==> src/hw/sram_ctrl_regs.svh <==
// Timing figures and cycle counts for the asynchronous byte-wide memory controller.
`ifndef SRAM_CTRL_REGS_SVH
`define SRAM_CTRL_REGS_SVH
`define CLK_PERIOD_NS 8
`define READ_CYCLE_TIME_NS 70
`define ADDR_ACCESS_DELAY_NS 70
`define OE_ACCESS_DELAY_NS 35
`define ADDR_CHANGE_DATA_HOLD_NS 10
`define ADDR_SETUP_TO_WRITE_END_NS 60
`define WRITE_STROBE_FLOAT_DELAY_NS 25
`define WRITE_DATA_SETUP_NS 30
`define OE_FLOAT_DELAY_NS 25
`define WRITE_CYCLE_TIME_NS 70
`define CDIV_UP(t) (((t) + `CLK_PERIOD_NS - 1) / `CLK_PERIOD_NS)
`define READ_CYCLES `CDIV_UP(`READ_CYCLE_TIME_NS)
`define READ_SAMPLE_CYCLES (`CDIV_UP(`ADDR_ACCESS_DELAY_NS) + 1)
`define WRITE_PULSE_CYCLES `CDIV_UP(`ADDR_SETUP_TO_WRITE_END_NS)
`define WRITE_CYCLES `CDIV_UP(`WRITE_CYCLE_TIME_NS)
`define TURN_CYCLES `CDIV_UP(`OE_FLOAT_DELAY_NS)
`define RECOVERY_CYCLES `CDIV_UP(`READ_CYCLE_TIME_NS)
`endif

==> src/hw/sram_ctrl_pkg.sv <==
// Types shared by the memory controller.
package sram_ctrl_pkg;
  typedef struct packed {
    logic write;
    logic [18:0] addr;
    logic [7:0] wdata;
  } req_type;
  typedef enum logic [2:0] {
    ST_IDLE = 3'b000,
    ST_READ = 3'b001,
    ST_TURN = 3'b010,
    ST_WRITE = 3'b011,
    ST_WREC = 3'b100,
    ST_RECOV = 3'b101
  } state_type;
endpackage

==> src/hw/sram_ctrl.sv <==
// Host controller that runs read and write cycles on an asynchronous byte-wide memory.
`timescale 1ns/1ns
`include "sram_ctrl_regs.svh"
module sram_ctrl #(
  parameter int ADDR_W = 19,
  parameter int DATA_W = 8
) (
  input wire logic SYS_CLK_I,
  input wire logic NRST_I,
  input wire logic REQ_VALID_I,
  output logic REQ_READY_O,
  input sram_ctrl_pkg::req_type REQ_I,
  input wire logic WAKE_I,
  output logic RDATA_VALID_O,
  output logic [7:0] RDATA_O,
  output logic [18:0] ADDR_BUS_O,
  output logic CS_N_O,
  output logic WE_N_O,
  output logic OE_N_O,
  input wire logic [7:0] DATA_BUS_I,
  output logic [7:0] DATA_BUS_O,
  output logic DATA_BUS_OE_O
);
  import sram_ctrl_pkg::*;

  // The pin widths are fixed by the memory, so other widths are refused at elaboration.
  if (ADDR_W != 19 || DATA_W != 8) begin : g_bad_widths
    $error("sram_ctrl serves only a 19-bit address and 8-bit data");
  end

  state_type state_q, state_d;
  logic [3:0] cnt_q;
  logic [3:0] cnt_d;
  logic [18:0] addr_q;
  logic [7:0] wdata_q;
  logic [7:0] rdata_q;
  logic rvalid_q;
  logic cs_n_q, we_n_q, oe_n_q, drive_q;

  wire idle = (state_q == ST_IDLE);
  wire take = idle && REQ_VALID_I && !WAKE_I;
  wire cnt_done = (cnt_q == 4'h0);
  wire [3:0] c_read = 4'(`READ_SAMPLE_CYCLES - 1);
  wire [3:0] c_turn = 4'(`TURN_CYCLES - 1);
  wire [3:0] c_wpulse = 4'(`WRITE_PULSE_CYCLES - 1);
  // A write fills out its cycle time after the pulse before the next access may start.
  wire [3:0] c_wrec = 4'(`WRITE_CYCLES - `WRITE_PULSE_CYCLES);
  wire [3:0] c_recov = 4'(`RECOVERY_CYCLES - 1);

  // Requests are refused while the memory sits in retention standby.
  assign REQ_READY_O = idle && !WAKE_I;

  always_comb begin
    state_d = state_q;
    cnt_d = cnt_done ? 4'h0 : cnt_q - 4'h1;
    case (state_q)
      ST_IDLE: begin
        if (WAKE_I) begin
          state_d = ST_RECOV;
          cnt_d = c_recov;
        end else if (take && REQ_I.write) begin
          state_d = ST_TURN;
          cnt_d = c_turn;
        end else if (take) begin
          state_d = ST_READ;
          cnt_d = c_read;
        end
      end
      ST_READ: begin
        if (cnt_done) begin
          state_d = ST_IDLE;
        end
      end
      ST_TURN: begin
        if (cnt_done) begin
          state_d = ST_WRITE;
          cnt_d = c_wpulse;
        end
      end
      ST_WRITE: begin
        if (cnt_done) begin
          state_d = ST_WREC;
          cnt_d = c_wrec;
        end
      end
      ST_WREC: begin
        // The drive stays on here so that data hold past the strobe rise is met.
        if (cnt_done) begin
          state_d = ST_IDLE;
        end
      end
      ST_RECOV: begin
        if (WAKE_I) begin
          cnt_d = c_recov;
        end else if (cnt_done) begin
          state_d = ST_IDLE;
        end
      end
      default: begin
        state_d = ST_IDLE;
      end
    endcase
  end

  wire cs_n_d = !(state_d == ST_READ || state_d == ST_TURN || state_d == ST_WRITE);
  wire we_n_d = !(state_d == ST_WRITE);
  wire oe_n_d = !(state_d == ST_READ);
  wire drive_d = (state_d == ST_WRITE) || (state_d == ST_WREC);
  // Sampling one cycle past the access delay trades a little speed for settling margin.
  // sample at last read cycle.
  wire sample = (state_q == ST_READ) && cnt_done;

  always_ff @(posedge SYS_CLK_I or negedge NRST_I) begin
    if (!NRST_I) begin
      state_q <= ST_IDLE;
      cnt_q <= 4'h0;
      cs_n_q <= 1'b1;
      we_n_q <= 1'b1;
      oe_n_q <= 1'b1;
      drive_q <= 1'b0;
    end else begin
      state_q <= state_d;
      cnt_q <= cnt_d;
      cs_n_q <= cs_n_d;
      we_n_q <= we_n_d;
      oe_n_q <= oe_n_d;
      drive_q <= drive_d;
    end
  end

  // data and address held past strobe rise.
  always_ff @(posedge SYS_CLK_I or negedge NRST_I) begin
    if (!NRST_I) begin
      addr_q <= 19'h0_0000;
      wdata_q <= 8'h00;
    end else if (take) begin
      addr_q <= REQ_I.addr;
      wdata_q <= REQ_I.wdata;
    end
  end

  always_ff @(posedge SYS_CLK_I or negedge NRST_I) begin
    if (!NRST_I) begin
      rdata_q <= 8'h00;
      rvalid_q <= 1'b0;
    end else begin
      rvalid_q <= sample;
      if (sample) begin
        rdata_q <= DATA_BUS_I;
      end
    end
  end

  assign ADDR_BUS_O = addr_q;
  assign CS_N_O = cs_n_q;
  assign WE_N_O = we_n_q;
  assign OE_N_O = oe_n_q;
  // Drive stays on two cycles after the strobe rises so hold against the ending edge is met.
  assign DATA_BUS_OE_O = drive_q;
  assign DATA_BUS_O = wdata_q;
  assign RDATA_O = rdata_q;
  assign RDATA_VALID_O = rvalid_q;

  // Counts the cycles of an open read, for the access-delay assertion only.
  logic [4:0] low_cnt_q;
  always_ff @(posedge SYS_CLK_I or negedge NRST_I) begin
    if (!NRST_I) begin
      low_cnt_q <= 5'h00;
    end else if (!CS_N_O && !OE_N_O) begin
      low_cnt_q <= low_cnt_q + 5'h01;
    end else begin
      low_cnt_q <= 5'h00;
    end
  end

  a_read_sample_time: assert property (@(posedge SYS_CLK_I) disable iff (!NRST_I)
    sample |-> (low_cnt_q >= 5'(`READ_SAMPLE_CYCLES - 1)))
    else $error("read sampled before access delay");
  a_no_bus_fight: assert property (@(posedge SYS_CLK_I) disable iff (!NRST_I)
    !(DATA_BUS_OE_O && !OE_N_O))
    else $error("bus driven while memory output enabled");
  a_write_oe_high: assert property (@(posedge SYS_CLK_I) disable iff (!NRST_I)
    !WE_N_O |-> OE_N_O)
    else $error("output enable low during write");
  a_write_pulse_len: assert property (@(posedge SYS_CLK_I) disable iff (!NRST_I)
    $fell(WE_N_O) |-> !WE_N_O [*8] ##1 WE_N_O)
    else $error("write pulse length wrong");
  a_addr_stable_wr: assert property (@(posedge SYS_CLK_I) disable iff (!NRST_I)
    (!WE_N_O || DATA_BUS_OE_O) |-> $stable(ADDR_BUS_O))
    else $error("address changed during write");
  a_data_during_we: assert property (@(posedge SYS_CLK_I) disable iff (!NRST_I)
    !WE_N_O |-> DATA_BUS_OE_O && !CS_N_O)
    else $error("write strobe without driven data");
  a_read_spacing: assert property (@(posedge SYS_CLK_I) disable iff (!NRST_I)
    $fell(OE_N_O) |-> !OE_N_O [*8] ##1 !OE_N_O)
    else $error("read cycle too short");
  a_recovery_wait: assert property (@(posedge SYS_CLK_I) disable iff (!NRST_I)
    $fell(WAKE_I) |-> CS_N_O [*8])
    else $error("access started before recovery wait");
  a_turn_before_drive: assert property (@(posedge SYS_CLK_I) disable iff (!NRST_I)
    $rose(DATA_BUS_OE_O) |-> OE_N_O && $past(OE_N_O, 1) && $past(OE_N_O, 2)
      && $past(OE_N_O, 3) && $past(OE_N_O, 4))
    else $error("bus driven before turnaround");
  a_write_data_hold: assert property (@(posedge SYS_CLK_I) disable iff (!NRST_I)
    $rose(WE_N_O) |-> DATA_BUS_OE_O && $stable(DATA_BUS_O))
    else $error("write data released at strobe rise");
  a_ready_recovery: assert property (@(posedge SYS_CLK_I) disable iff (!NRST_I)
    $fell(WAKE_I) |-> !REQ_READY_O [*8])
    else $error("request accepted during recovery wait");
  a_rdata_pulse: assert property (@(posedge SYS_CLK_I) disable iff (!NRST_I)
    RDATA_VALID_O |=> !RDATA_VALID_O)
    else $error("read data valid longer than one cycle");
  a_read_strobes: assert property (@(posedge SYS_CLK_I) disable iff (!NRST_I)
    !OE_N_O |-> WE_N_O && !CS_N_O)
    else $error("output enable low outside a read");
endmodule

==> config.mk <==
export PLATFORM = sky130hd
export DESIGN_NAME = sram_ctrl
export DESIGN_NICKNAME = d
export VERILOG_FILES = /design/src/hw/sram_ctrl_pkg.sv /design/src/hw/sram_ctrl.sv
export VERILOG_INCLUDE_DIRS = /design/src /design/src/hw
export SDC_FILE = /design/constraint.sdc
export NUM_CORES = 1
export LEC_CHECK = 0
export ABC_AREA = 1
export BUFFER_PORTS_ARGS = -buffer_cell sky130_fd_sc_hd__buf_2
export CAP_MARGIN = 15
export CORE_MARGIN = 2
export CORE_UTILIZATION = 43
export DETAILED_ROUTE_END_ITERATION = 10
export GPL_ROUTABILITY_DRIVEN = 0
export PLACE_DENSITY = 0.75
export SYNTH_ARGS = -nofsm -noshare
export SYNTH_HDL_FRONTEND = slang
export SYNTH_SLANG_ARGS = --single-unit
==> constraint.sdc <==
create_clock -name SYS_CLK_I -period 1.4 [get_ports SYS_CLK_I]
set_clock_uncertainty 0.15 [all_clocks]
set_input_delay 0.42 -clock SYS_CLK_I [delete_from_list [all_inputs] [get_ports SYS_CLK_I]]
set_output_delay 0.42 -clock SYS_CLK_I [all_outputs]
set_load 0.02 [all_outputs]
# Word level (Yosys, flattened, before mapping)
# Cells that the tools add are included.
# W data, S select, Z words.
# op_classes
muxes	16
n_reduce_logical	15
n_eq_ne	9
n_addsub	1
# ops
operator	count
$mux W4	7
$mux W3	7
$pmux W4 S4	1
$pmux W3 S5	1
$eq A3 B2 Y1 const B	4
$eq A3 B3 Y1 const B	3
$eq A3 B1 Y1 const B	2
$logic_and A1 B1 Y1	5
$logic_not A1 Y1	4
$logic_not A4 Y1	1
$sub A4 B1 Y4 const B	1
$logic_not A3 Y1	1
$logic_or A1 B1 Y1	3
$reduce_or A2 Y1	1
# totals
reg_bits	47
in_bits	40
word_cells	51
out_inout_bits	41

# Depth between registers and ports, before layout
# Gate-level depths: netlist of run 1.
# depth
depth_word	11
mapped_depth	9
depth_no_buf	9

# Worst setup path after synthesis of run 1
# Ideal clock, no wire load.
# synth_path
kind	register to output
start	reg state_q[2]
end	out REQ_READY_O
path_buffers	0
setup_slack_ps	-186
stages_incl_launch_ff	4
arrival_ps	1016
t_required_ps	830
path_cell_list	dfrtp_1 > nor2_4 > nand2_2 > nor2_1
# synth_via
elab_chain_cells	2
# synth_lines
element	line	rtl
start: declaration	sram_ctrl.sv:31	state_type state_q, state_d;
start signal: assignment	sram_ctrl.sv:122	state_q <= state_d;
$logic_not A3 Y1	sram_ctrl.sv:40	wire idle = (state_q == ST_IDLE);
$logic_and A1 B1 Y1	sram_ctrl.sv:51	assign REQ_READY_O = idle && !WAKE_I;
end: declaration	sram_ctrl.sv:11	output logic REQ_READY_O,
# No other way between the ends.

# Final worst setup path of run 1
# layout_path
start	reg state_q[1]
end	out REQ_READY_O
# Same word-level chain as after synthesis.

==> summary by stage, run 1 <==
Outcome
The flow ran to the end, but the final reports show violations. The checks that failed: negative setup slack.

Clock network
The total CTS buffers is 5. CTS saw 47 sinks. The clock-pin transition on the worst setup and hold timing paths is ~90 ps. The root buffer cell is clkbuf_8. The TritonCTS clock tree is built.

For the worst-skew pair, the clock arrives at the later sink with an insertion delay of 300 ps. The number of H-tree branching levels is 2. The clock passes through at most 2 buffers.

Yosys
The number of instances in the synthesized netlist is ~240. The most common cell in the synthesized netlist is nand2_1. The sequential area share after synthesis is 57.7%.

The average cell area after synthesis is slightly below 9 sq um. The synthesized netlist net count is roughly 280. dfrtp_1 takes more of the synthesized area than any other cell. Yosys printed 0 warnings. Counting flops with an async set or reset pin after synthesis yields a share of 100%. In this run the biggest area consumer among cell types represents roughly 54% of the synthesized area. The number of synthesized flops with an enable pin is 0.

In the post-synthesis netlist, the biggest area contributors are dfrtp_1 (54%), nand2_1 (22%), dfstp_2 (3.9%). The synthesis-stage register bit count is 47. Among all flip-flop cells after synthesis, the most frequent one is dfrtp_1.

By count the netlist is led by nand2_1 (121), dfrtp_1 (44), inv_1 (9). The number of different library cells used by synthesis comes to 31. After synthesis the cells add up to 0.00204 sq mm.

Timing
The final sum of negative setup slack is -7540 ps. For this run, the top clock speed supported by timing is between 500 and 600 MHz. The worst path uses 121% of the clock period.

The worst pin sits at a relative slew slack of a little over 80%. At the pin with the least slew margin, the transition time is 264 ps. The final number of setup-violating endpoints is 73. The max-slew violation count is 0.

The final worst slack is -295 ps. Setup repair after global routing could not meet its margin everywhere. The minimum clock period is about 1700 ps. The final hold violation count is 0.

Power
The clock share of power is about a tenth. The switching power share of the total is between 40% and 50%. The portion of total power attributed to combinational logic is 58.4%. VDD sags by at most between 1 and 1.5 mV. The power after layout is a little over 8 mW. The internal power consumption is about 4.8 mW. Summed over all cells, the static leakage comes to 1.87 nW. The reported net switching power is around 3.2 mW.

Power spread over the standard cell area amounts to between 2000 and 2500 mW/mm^2. The register share of total power is around 30%.

Worst hold path
The class of the tightest hold or removal check is in -> reg.

Layout
In the final layout, the share of cells above drive strength 1 is 47.5%. The layout has between 300 and 400 filler cells. The synthesis-to-finish area growth is 66.6%.

Cells fill roughly three quarters of the core in the end. The number of antenna diodes is 0. The net count of the finished layout is just over 400. The final instance count without filler cells is around 430.

Detailed routing
The detail-routed net length per standard cell is around 13 microns. The final layout contains routed wiring with a total length of 5.54 mm. After detailed routing, the number of vias per cell comes to around 4.7. The count of TritonRoute iterations in the first routing pass is 4.

The detailed router finished its first iteration with 87 violations. The count of nets left with antenna violations once routing finished came out at 0. The routed via count is about 2000. The residual DRC count is 0.

Die
The number of rows created at floorplan is 25. The floorplan die area is between 0.005 and 0.006 sq mm. Measured along the y axis, the die boundary spans between 70 and 80 microns. The effective utilization at floorplan is approximately 44%. The x dimension of the die is between 70 and 80 microns. During I/O placement, the number of pins put on the boundary was about 80. The floorplan step defined a core boundary enclosing between 0.004 and 0.005 sq mm.

Global routing
The combined global-route utilization of all metal layers is between 20% and 30%. The initial antenna violation count is 0. Entering global routing, the biggest net connects 44 pins. The via count of the first global-routing pass is 1983. The global-route wire length before repair is approximately 8.7 mm. After global routing the overflow that remains totals 0.

Placed design
The instance count after placement with tap cells included is 384. The number of buffer cells added on primary ports is 80. The HPWL after detailed placement is 3.42 mm.

Run
The reported max-cap violation count is 0.

Worst setup path
The worst setup path is launched from a flop. STA puts the critical path data arrival time at 1130 ps. The worst endpoint required time is 830 ps. The critical path is of the reg -> out type. Of all nets on the critical path, the largest fanout is 5. The type of element capturing the critical path is an output pin.
-- critical path, stage by stage, from the launching register on --
cell     delay, ps
dfrtp_1        420
inv_4          130
nand2_4         70
nor2_4          90
buf_6          120
-- through the flow --
stage | setup slack [ps] | hold WS [ps] | area [sq um]
after CTS | -304 | 153 | 3260
after floorplan | -36.7 | -25.6 | 2060
after global routing | -361 | 157 | 3410
after detailed placement | -140 | 98.4 | 2650
after global placement | -101 | 95.1 | 2650
final | -295 | 162 | 3410
-- placed cells by master (no fill, tap or decap), types with 2 or more instances in the layout --
cell type / synthesis / final
buf_2: 2 / 39
buf_4: 2 / 39
buf_6: 1 / 49
buf_8: 0 / 2
clkbuf_8: 0 / 6
clkinv_4: 1 / 3
dfrtp_1: 44 / 43
dfstp_2: 3 / 3
inv_1: 9 / 6
inv_2: 5 / 7
inv_4: 1 / 3
nand2_1: 121 / 118
nand2_2: 4 / 5
nand2_4: 1 / 4
nand3_1: 7 / 6
nor2_1: 7 / 6
nor2_2: 4 / 2
nor2_4: 1 / 4
nor3_1: 2 / 2
o21ai_0: 4 / 2
o21ai_1: 4 / 4
-- power groups by stage --
stage          registers [mW]  clock network, mW  logic (mW)
6_report                 2.48              0.860        4.70
4_1_cts                  2.47              0.877        4.35
2_1_floorplan            3.02                  0        1.35
3_5_place_dp             2.35                  0        3.19
3_3_place_gp             2.34                  0        3.11
5_1_grt                  2.55              0.930        5.11
-- kinds of logic after synthesis --
family / count (synthesis) / synth area share, %
AOI/OAI and AO/OA: 12 / 3.37
adders and majority gates: 2 / 1.22
and+or+nand+nor: 152 / 32.0
DFF: 47 / 57.7
xor gates and xnor gates: 1 / 0.428
buffers and inverters: 22 / 5.26
-- registers in the layout, indices dropped and copies added, names as in the netlist --
register and count:
RDATA_VALID_O 1, WE_N_O 1, ADDR_BUS_O 19, OE_N_O 1
cnt_q 4, state_q 3, CS_N_O 1, DATA_BUS_O 8
DATA_BUS_OE_O 1, RDATA_O 8
-- timing repair --
item | 4_1_cts | 5_1_grt
pin swaps | 11 | 4
hold buffers | 1 | 0
gates cloned | 3 | 0
endpoints found under the hold margin | 4 | 0
setup endpoints to repair | 59 | 87
resized for setup | 108 | 12
setup buffers | 18 | 14
-- area by class of cell --
type / instances / area, sq um / share of cell area (%)
clock inverters: 1 / 8.76 / 0.257
clock buffers: 7 / 86.3 / 2.53
repair buffers: 132 / 1130 / 33.1
multi-input cells: 168 / 850 / 24.9
well taps: 54 / 67.6 / 1.98
repair inverters: 1 / 6.26 / 0.184
inverters: 17 / 78.8 / 2.31
flip-flops and latches: 47 / 1180 / 34.7
-- final timing paths --
| path | from | end | slack, ps | cells past startpoint |
|---|---|---|---|---|
| worst max-delay path | state_q[1] | REQ_READY_O | -300 | 4 |
| worst min-delay path | DATA_BUS_I[3] | RDATA_O[3] | 160 | 3 |
| worst max register to register | state_q[2] | OE_N_O | -220 | 9 |
| worst min register to register | RDATA_O[0] | RDATA_O[0] | 350 | 2 |
| max in group asynchronous | NRST_I | OE_N_O | 280 | 3 |
| min in group asynchronous | NRST_I | state_q[2] | 330 | 2 |
-- per-layer routing --
metal	vias up	part of all wire (%)	track usage, %
met5	-	0	0
met4	0	1.3	5.35
met3	9	4.2	4.56
met2	62	53	37.5
met1	945	41	26.1
li1	997	-	-
Note: power is estimated with default switching activity, not from simulation.
==> inputs of run 2 (changes only) <==
ABC_AREA = default   (was 1)
CORE_ASPECT_RATIO = 1.5   (was default)
CORE_UTILIZATION = 48   (was 43)
PLACE_DENSITY = 0.79   (was 0.75)
clock period = 1.81 ns   (was 1.4 ns; I/O delays follow)
==> summary by stage, run 2 <==
Die
The number of primary I/O pins was 81 (unchanged). The die outline height was 85.0 microns (was 73.0 microns). The effective utilization at floorplan is 49.8% (was 43.9%).

The core area came to 0.00421 sq mm (was 0.00466 sq mm). The x dimension of the die is 58.0 microns (was 73.0 microns). The floorplan die area came to 0.00492 sq mm (was 0.00532 sq mm). The number of rows created at floorplan is 29 (was 25).

Detailed routing
The number of nets with antenna violations after routing is 0 (unchanged). The wire length after detailed routing is 4.67 mm (was 5.54 mm). The residual DRC count came to 0 (unchanged).

The routed via count is 1576 (was 2013). The violation count after the first detailed-routing iteration is 69 (was 87). The via density per instance is 5.29 (was 4.71). The count of TritonRoute iterations in the first routing pass is 4 (unchanged). The detail-routed net length per standard cell came to 15.7 microns (was 13.0 microns).

Yosys
The synthesis warning total is 0 (unchanged). The average cell area after synthesis is 14.0 sq um (was 8.66 sq um). Top cells by area, synth: dfrtp_1 (53%), mux2_4 (14%), mux2_2 (8.6%) (was dfrtp_1 (54%), nand2_1 (22%), dfstp_2 (3.9%)). The area of the mapped netlist came to 0.00210 sq mm (was 0.00204 sq mm). The fraction of registers with async set/reset is 100% (unchanged). The most common cell in the synthesized netlist was dfrtp_1 (was nand2_1). The post-synthesis cell type with the largest combined area is dfrtp_1 (unchanged). The number of synthesized flops with an enable pin is 0 (unchanged). List of most frequent post-synthesis cells: dfrtp_1 (44), mux2_4 (19), mux2_2 (16) (was nand2_1 (121), dfrtp_1 (44), inv_1 (9)). The number of instances in the synthesized netlist came to 150 (was 236). The synthesized netlist net count was 192 (was 278). The top cell type's share of synthesized area is 52.5% (was 53.9%).

The sequential area share after synthesis is 56.3% (was 57.7%). The count of distinct cell types in the synthesized netlist is 37 (was 31). The dominant register cell in the synthesized netlist is dfrtp_1 (unchanged).

The synthesis-stage register bit count is 47 (unchanged).

Timing
The maximum achievable frequency is 534 MHz. Setup repair after global routing missed its margin: yes (unchanged). The post-route clock period utilization is 103%.

The minimum clock period is around 1900 ps. The max-slew violation count came to 0 (unchanged). The final number of setup-violating endpoints is 3 (was 73). The final hold violation count came to 0 (unchanged). The transition at the pin with the smallest max-transition slack is 351 ps (was 264 ps). The worst hold slack is 77.0 ps (was 162 ps). The worst slew margin relative to its limit is 76.4% (was 82.3%).

The final sum of negative setup slack is -110 ps (was -7540 ps). The final worst slack came to -63.3 ps (was -295 ps).

Worst setup path
The cell at the slowest stage of the critical path is dfrtp_1 (unchanged). The capturing point of the worst reg2reg path is cnt_q[0] (was OE_N_O). Cell chain of the critical path: nor4_4 > buf_4 (was inv_4 > nand2_4 > nor2_4 > buf_6). The worst endpoint required time was 1120 ps (was 830 ps). The launch point of the worst reg-to-reg path is cnt_q[0] (was state_q[2]). The kind of start point of the critical path was a flop (unchanged). The critical path launch point was state_q[2] (was state_q[1]). The type of element capturing the critical path is an output pin (unchanged). The number of cells on the worst reg-to-reg path is 7 (was 9). The arrival time at the worst endpoint was 1180 ps (was 1130 ps). The critical path endpoint is REQ_READY_O (unchanged). The register-to-register setup slack is -30 ps (was -220 ps). The biggest cell delay along the critical path came to 410 ps (was 420 ps). The maximum fanout count along the critical path is 2 (was 5). The category of the critical setup timing path is reg -> out (unchanged).

Clock network
The buffer depth of the longest clock path came to 2 (unchanged). The clock insertion delay at the later pin of the skew report is 290 ps (was 300 ps). The root buffer cell is clkbuf_8 (unchanged). The clock-pin transition on the worst setup and hold timing paths is 80 ps (was 90 ps).

The TritonCTS sink count was 47 (unchanged). The TritonCTS clock tree is built (unchanged). The total CTS buffers is 5 (unchanged). The number of H-tree branching levels is 2 (unchanged).

Layout
The final instance count without filler cells came to 298 (was 427). The synthesis-to-finish area growth came to 35.1% (was 66.6%). The number of antenna diodes was 0 (unchanged).

The most frequent standard cell in the layout excluding fill and tap cells is buf_2 (was nand2_1). The ratio of cells with drive above 1 in the final layout is 63.5% (was 47.5%). The flip-flop count of the largest register, all copies and words added came to 19 (unchanged). Leading cell types in the layout, fill and taps excluded: buf_2 (79), dfrtp_1 (43), buf_4 (20) (was nand2_1 (118), buf_6 (49), dfrtp_1 (43)).

The count of nets after finishing was 293 (was 414).

Global routing
The maximum number of pins on one net before global-route repair was 29 (was 44). The combined global-route utilization of all metal layers is 20.0% (was 21.1%). The via count of the first global-routing pass is 1658 (was 1983). The initial antenna violation count is 0 (unchanged). The global-route wire length before repair was 7.61 mm (was 8.69 mm). The total congestion overflow came to 0 (unchanged).

Placed design
The worst slack at placement came to -111 ps (was -140 ps). The instance count after placement with tap cells included is 284 (was 384). The HPWL after detailed placement came to 3.34 mm (was 3.42 mm).

The number of buffer cells added on primary ports came to 80 (unchanged).

Outcome
Run status: finished with violations (unchanged). Violated checks: negative setup slack (unchanged).

Power
The leakage dissipation is 1.46 nW (was 1.87 nW). The power after layout came to 5.15 mW (was 8.04 mW). The maximum resistive drop on vdd is 1.31 mV (was 1.23 mV). The power density relative to cell area is 1820 mW/mm^2 (was 2360 mW/mm^2).

Worst hold path
The class of the tightest hold or removal check is in -> async (was in -> reg).

Run
The reported max-cap violation count is 0 (unchanged).
## run 2: changes by cell type in the layout (fill, tap and decap cells not counted), sizes merged, moves of 3 or more
cell	delta
buf	-30
inv	-9
mux2	+35
nand2	-119
nand3	-6
nor2	-11
or3	+3
## run 2: per-stage QoR
stage          area (sq um)  util, %
2_1_floorplan          2100        -
3_3_place_gp           2640     62.7
3_5_place_dp           2640     62.7
4_1_cts                2780     66.1
5_1_grt                2830     67.3
6_report               2830     67.3
## run 2: power breakdown
group	total (mW)	switching, mW	internal (mW)
clock network	0.583	0.313	0.270
registers	1.84	0.273	1.57
logic	2.73	1.39	1.34
total	5.15	1.98	3.17
## run 2: layer usage
metal | part of all wire (%) | GRT usage (%)
met5 | 0 | 0
met4 | 1.2 | 7.40
met3 | 5.5 | 3.96
met2 | 57 | 37.0
met1 | 36 | 21.9
## run 2: critical path: cells and delay by family, from the launching register on
| family | cells | cell delay (ps) |
|---|---|---|
| and+or+nand+nor | 1 | 290 |
| buffers and inverters | 1 | 190 |
| DFF | 1 | 410 |
## run 2: how the worst min path moves through the flow
stage	cells after the start	startpoint	slack, ps	end
floorplan	0	NRST_I	100	ADDR_BUS_O[0]
global placement	1	ADDR_BUS_O[12]	330	ADDR_BUS_O[12]
detailed placement	1	ADDR_BUS_O[1]	340	ADDR_BUS_O[1]
CTS	2	NRST_I	70	RDATA_O[3]
global route	2	NRST_I	100	ADDR_BUS_O[7]
finish	2	NRST_I	80	RDATA_O[3]
## run 2: kinds of logic after synthesis
kind of cell	count (synthesis)	share of synthesized area, %
simple gates	26	8.11
compound gates	22	7.34
xor+xnor	3	1.25
flops	47	56.3
fa+ha+maj	2	1.19
buf+inv	15	3.64
mux	35	22.2
## run 2: layout make-up
cell class / count / area, sq um
fillers: 324 / 1380
multi-input cells: 89 / 906
flip-flops and latches: 47 / 1180
inverters: 7 / 26.3
repair buffers: 101 / 577
clock inverters: 2 / 12.5
well taps: 46 / 57.6
clock buffers: 6 / 72.6
## run 2: what timing repair did
item,4_1_cts,5_1_grt
cloned,0,1
setup endpoints to repair,13,11
pin swaps,2,4
hold buffers,0,0
setup buffers,4,1
resized for setup,10,7
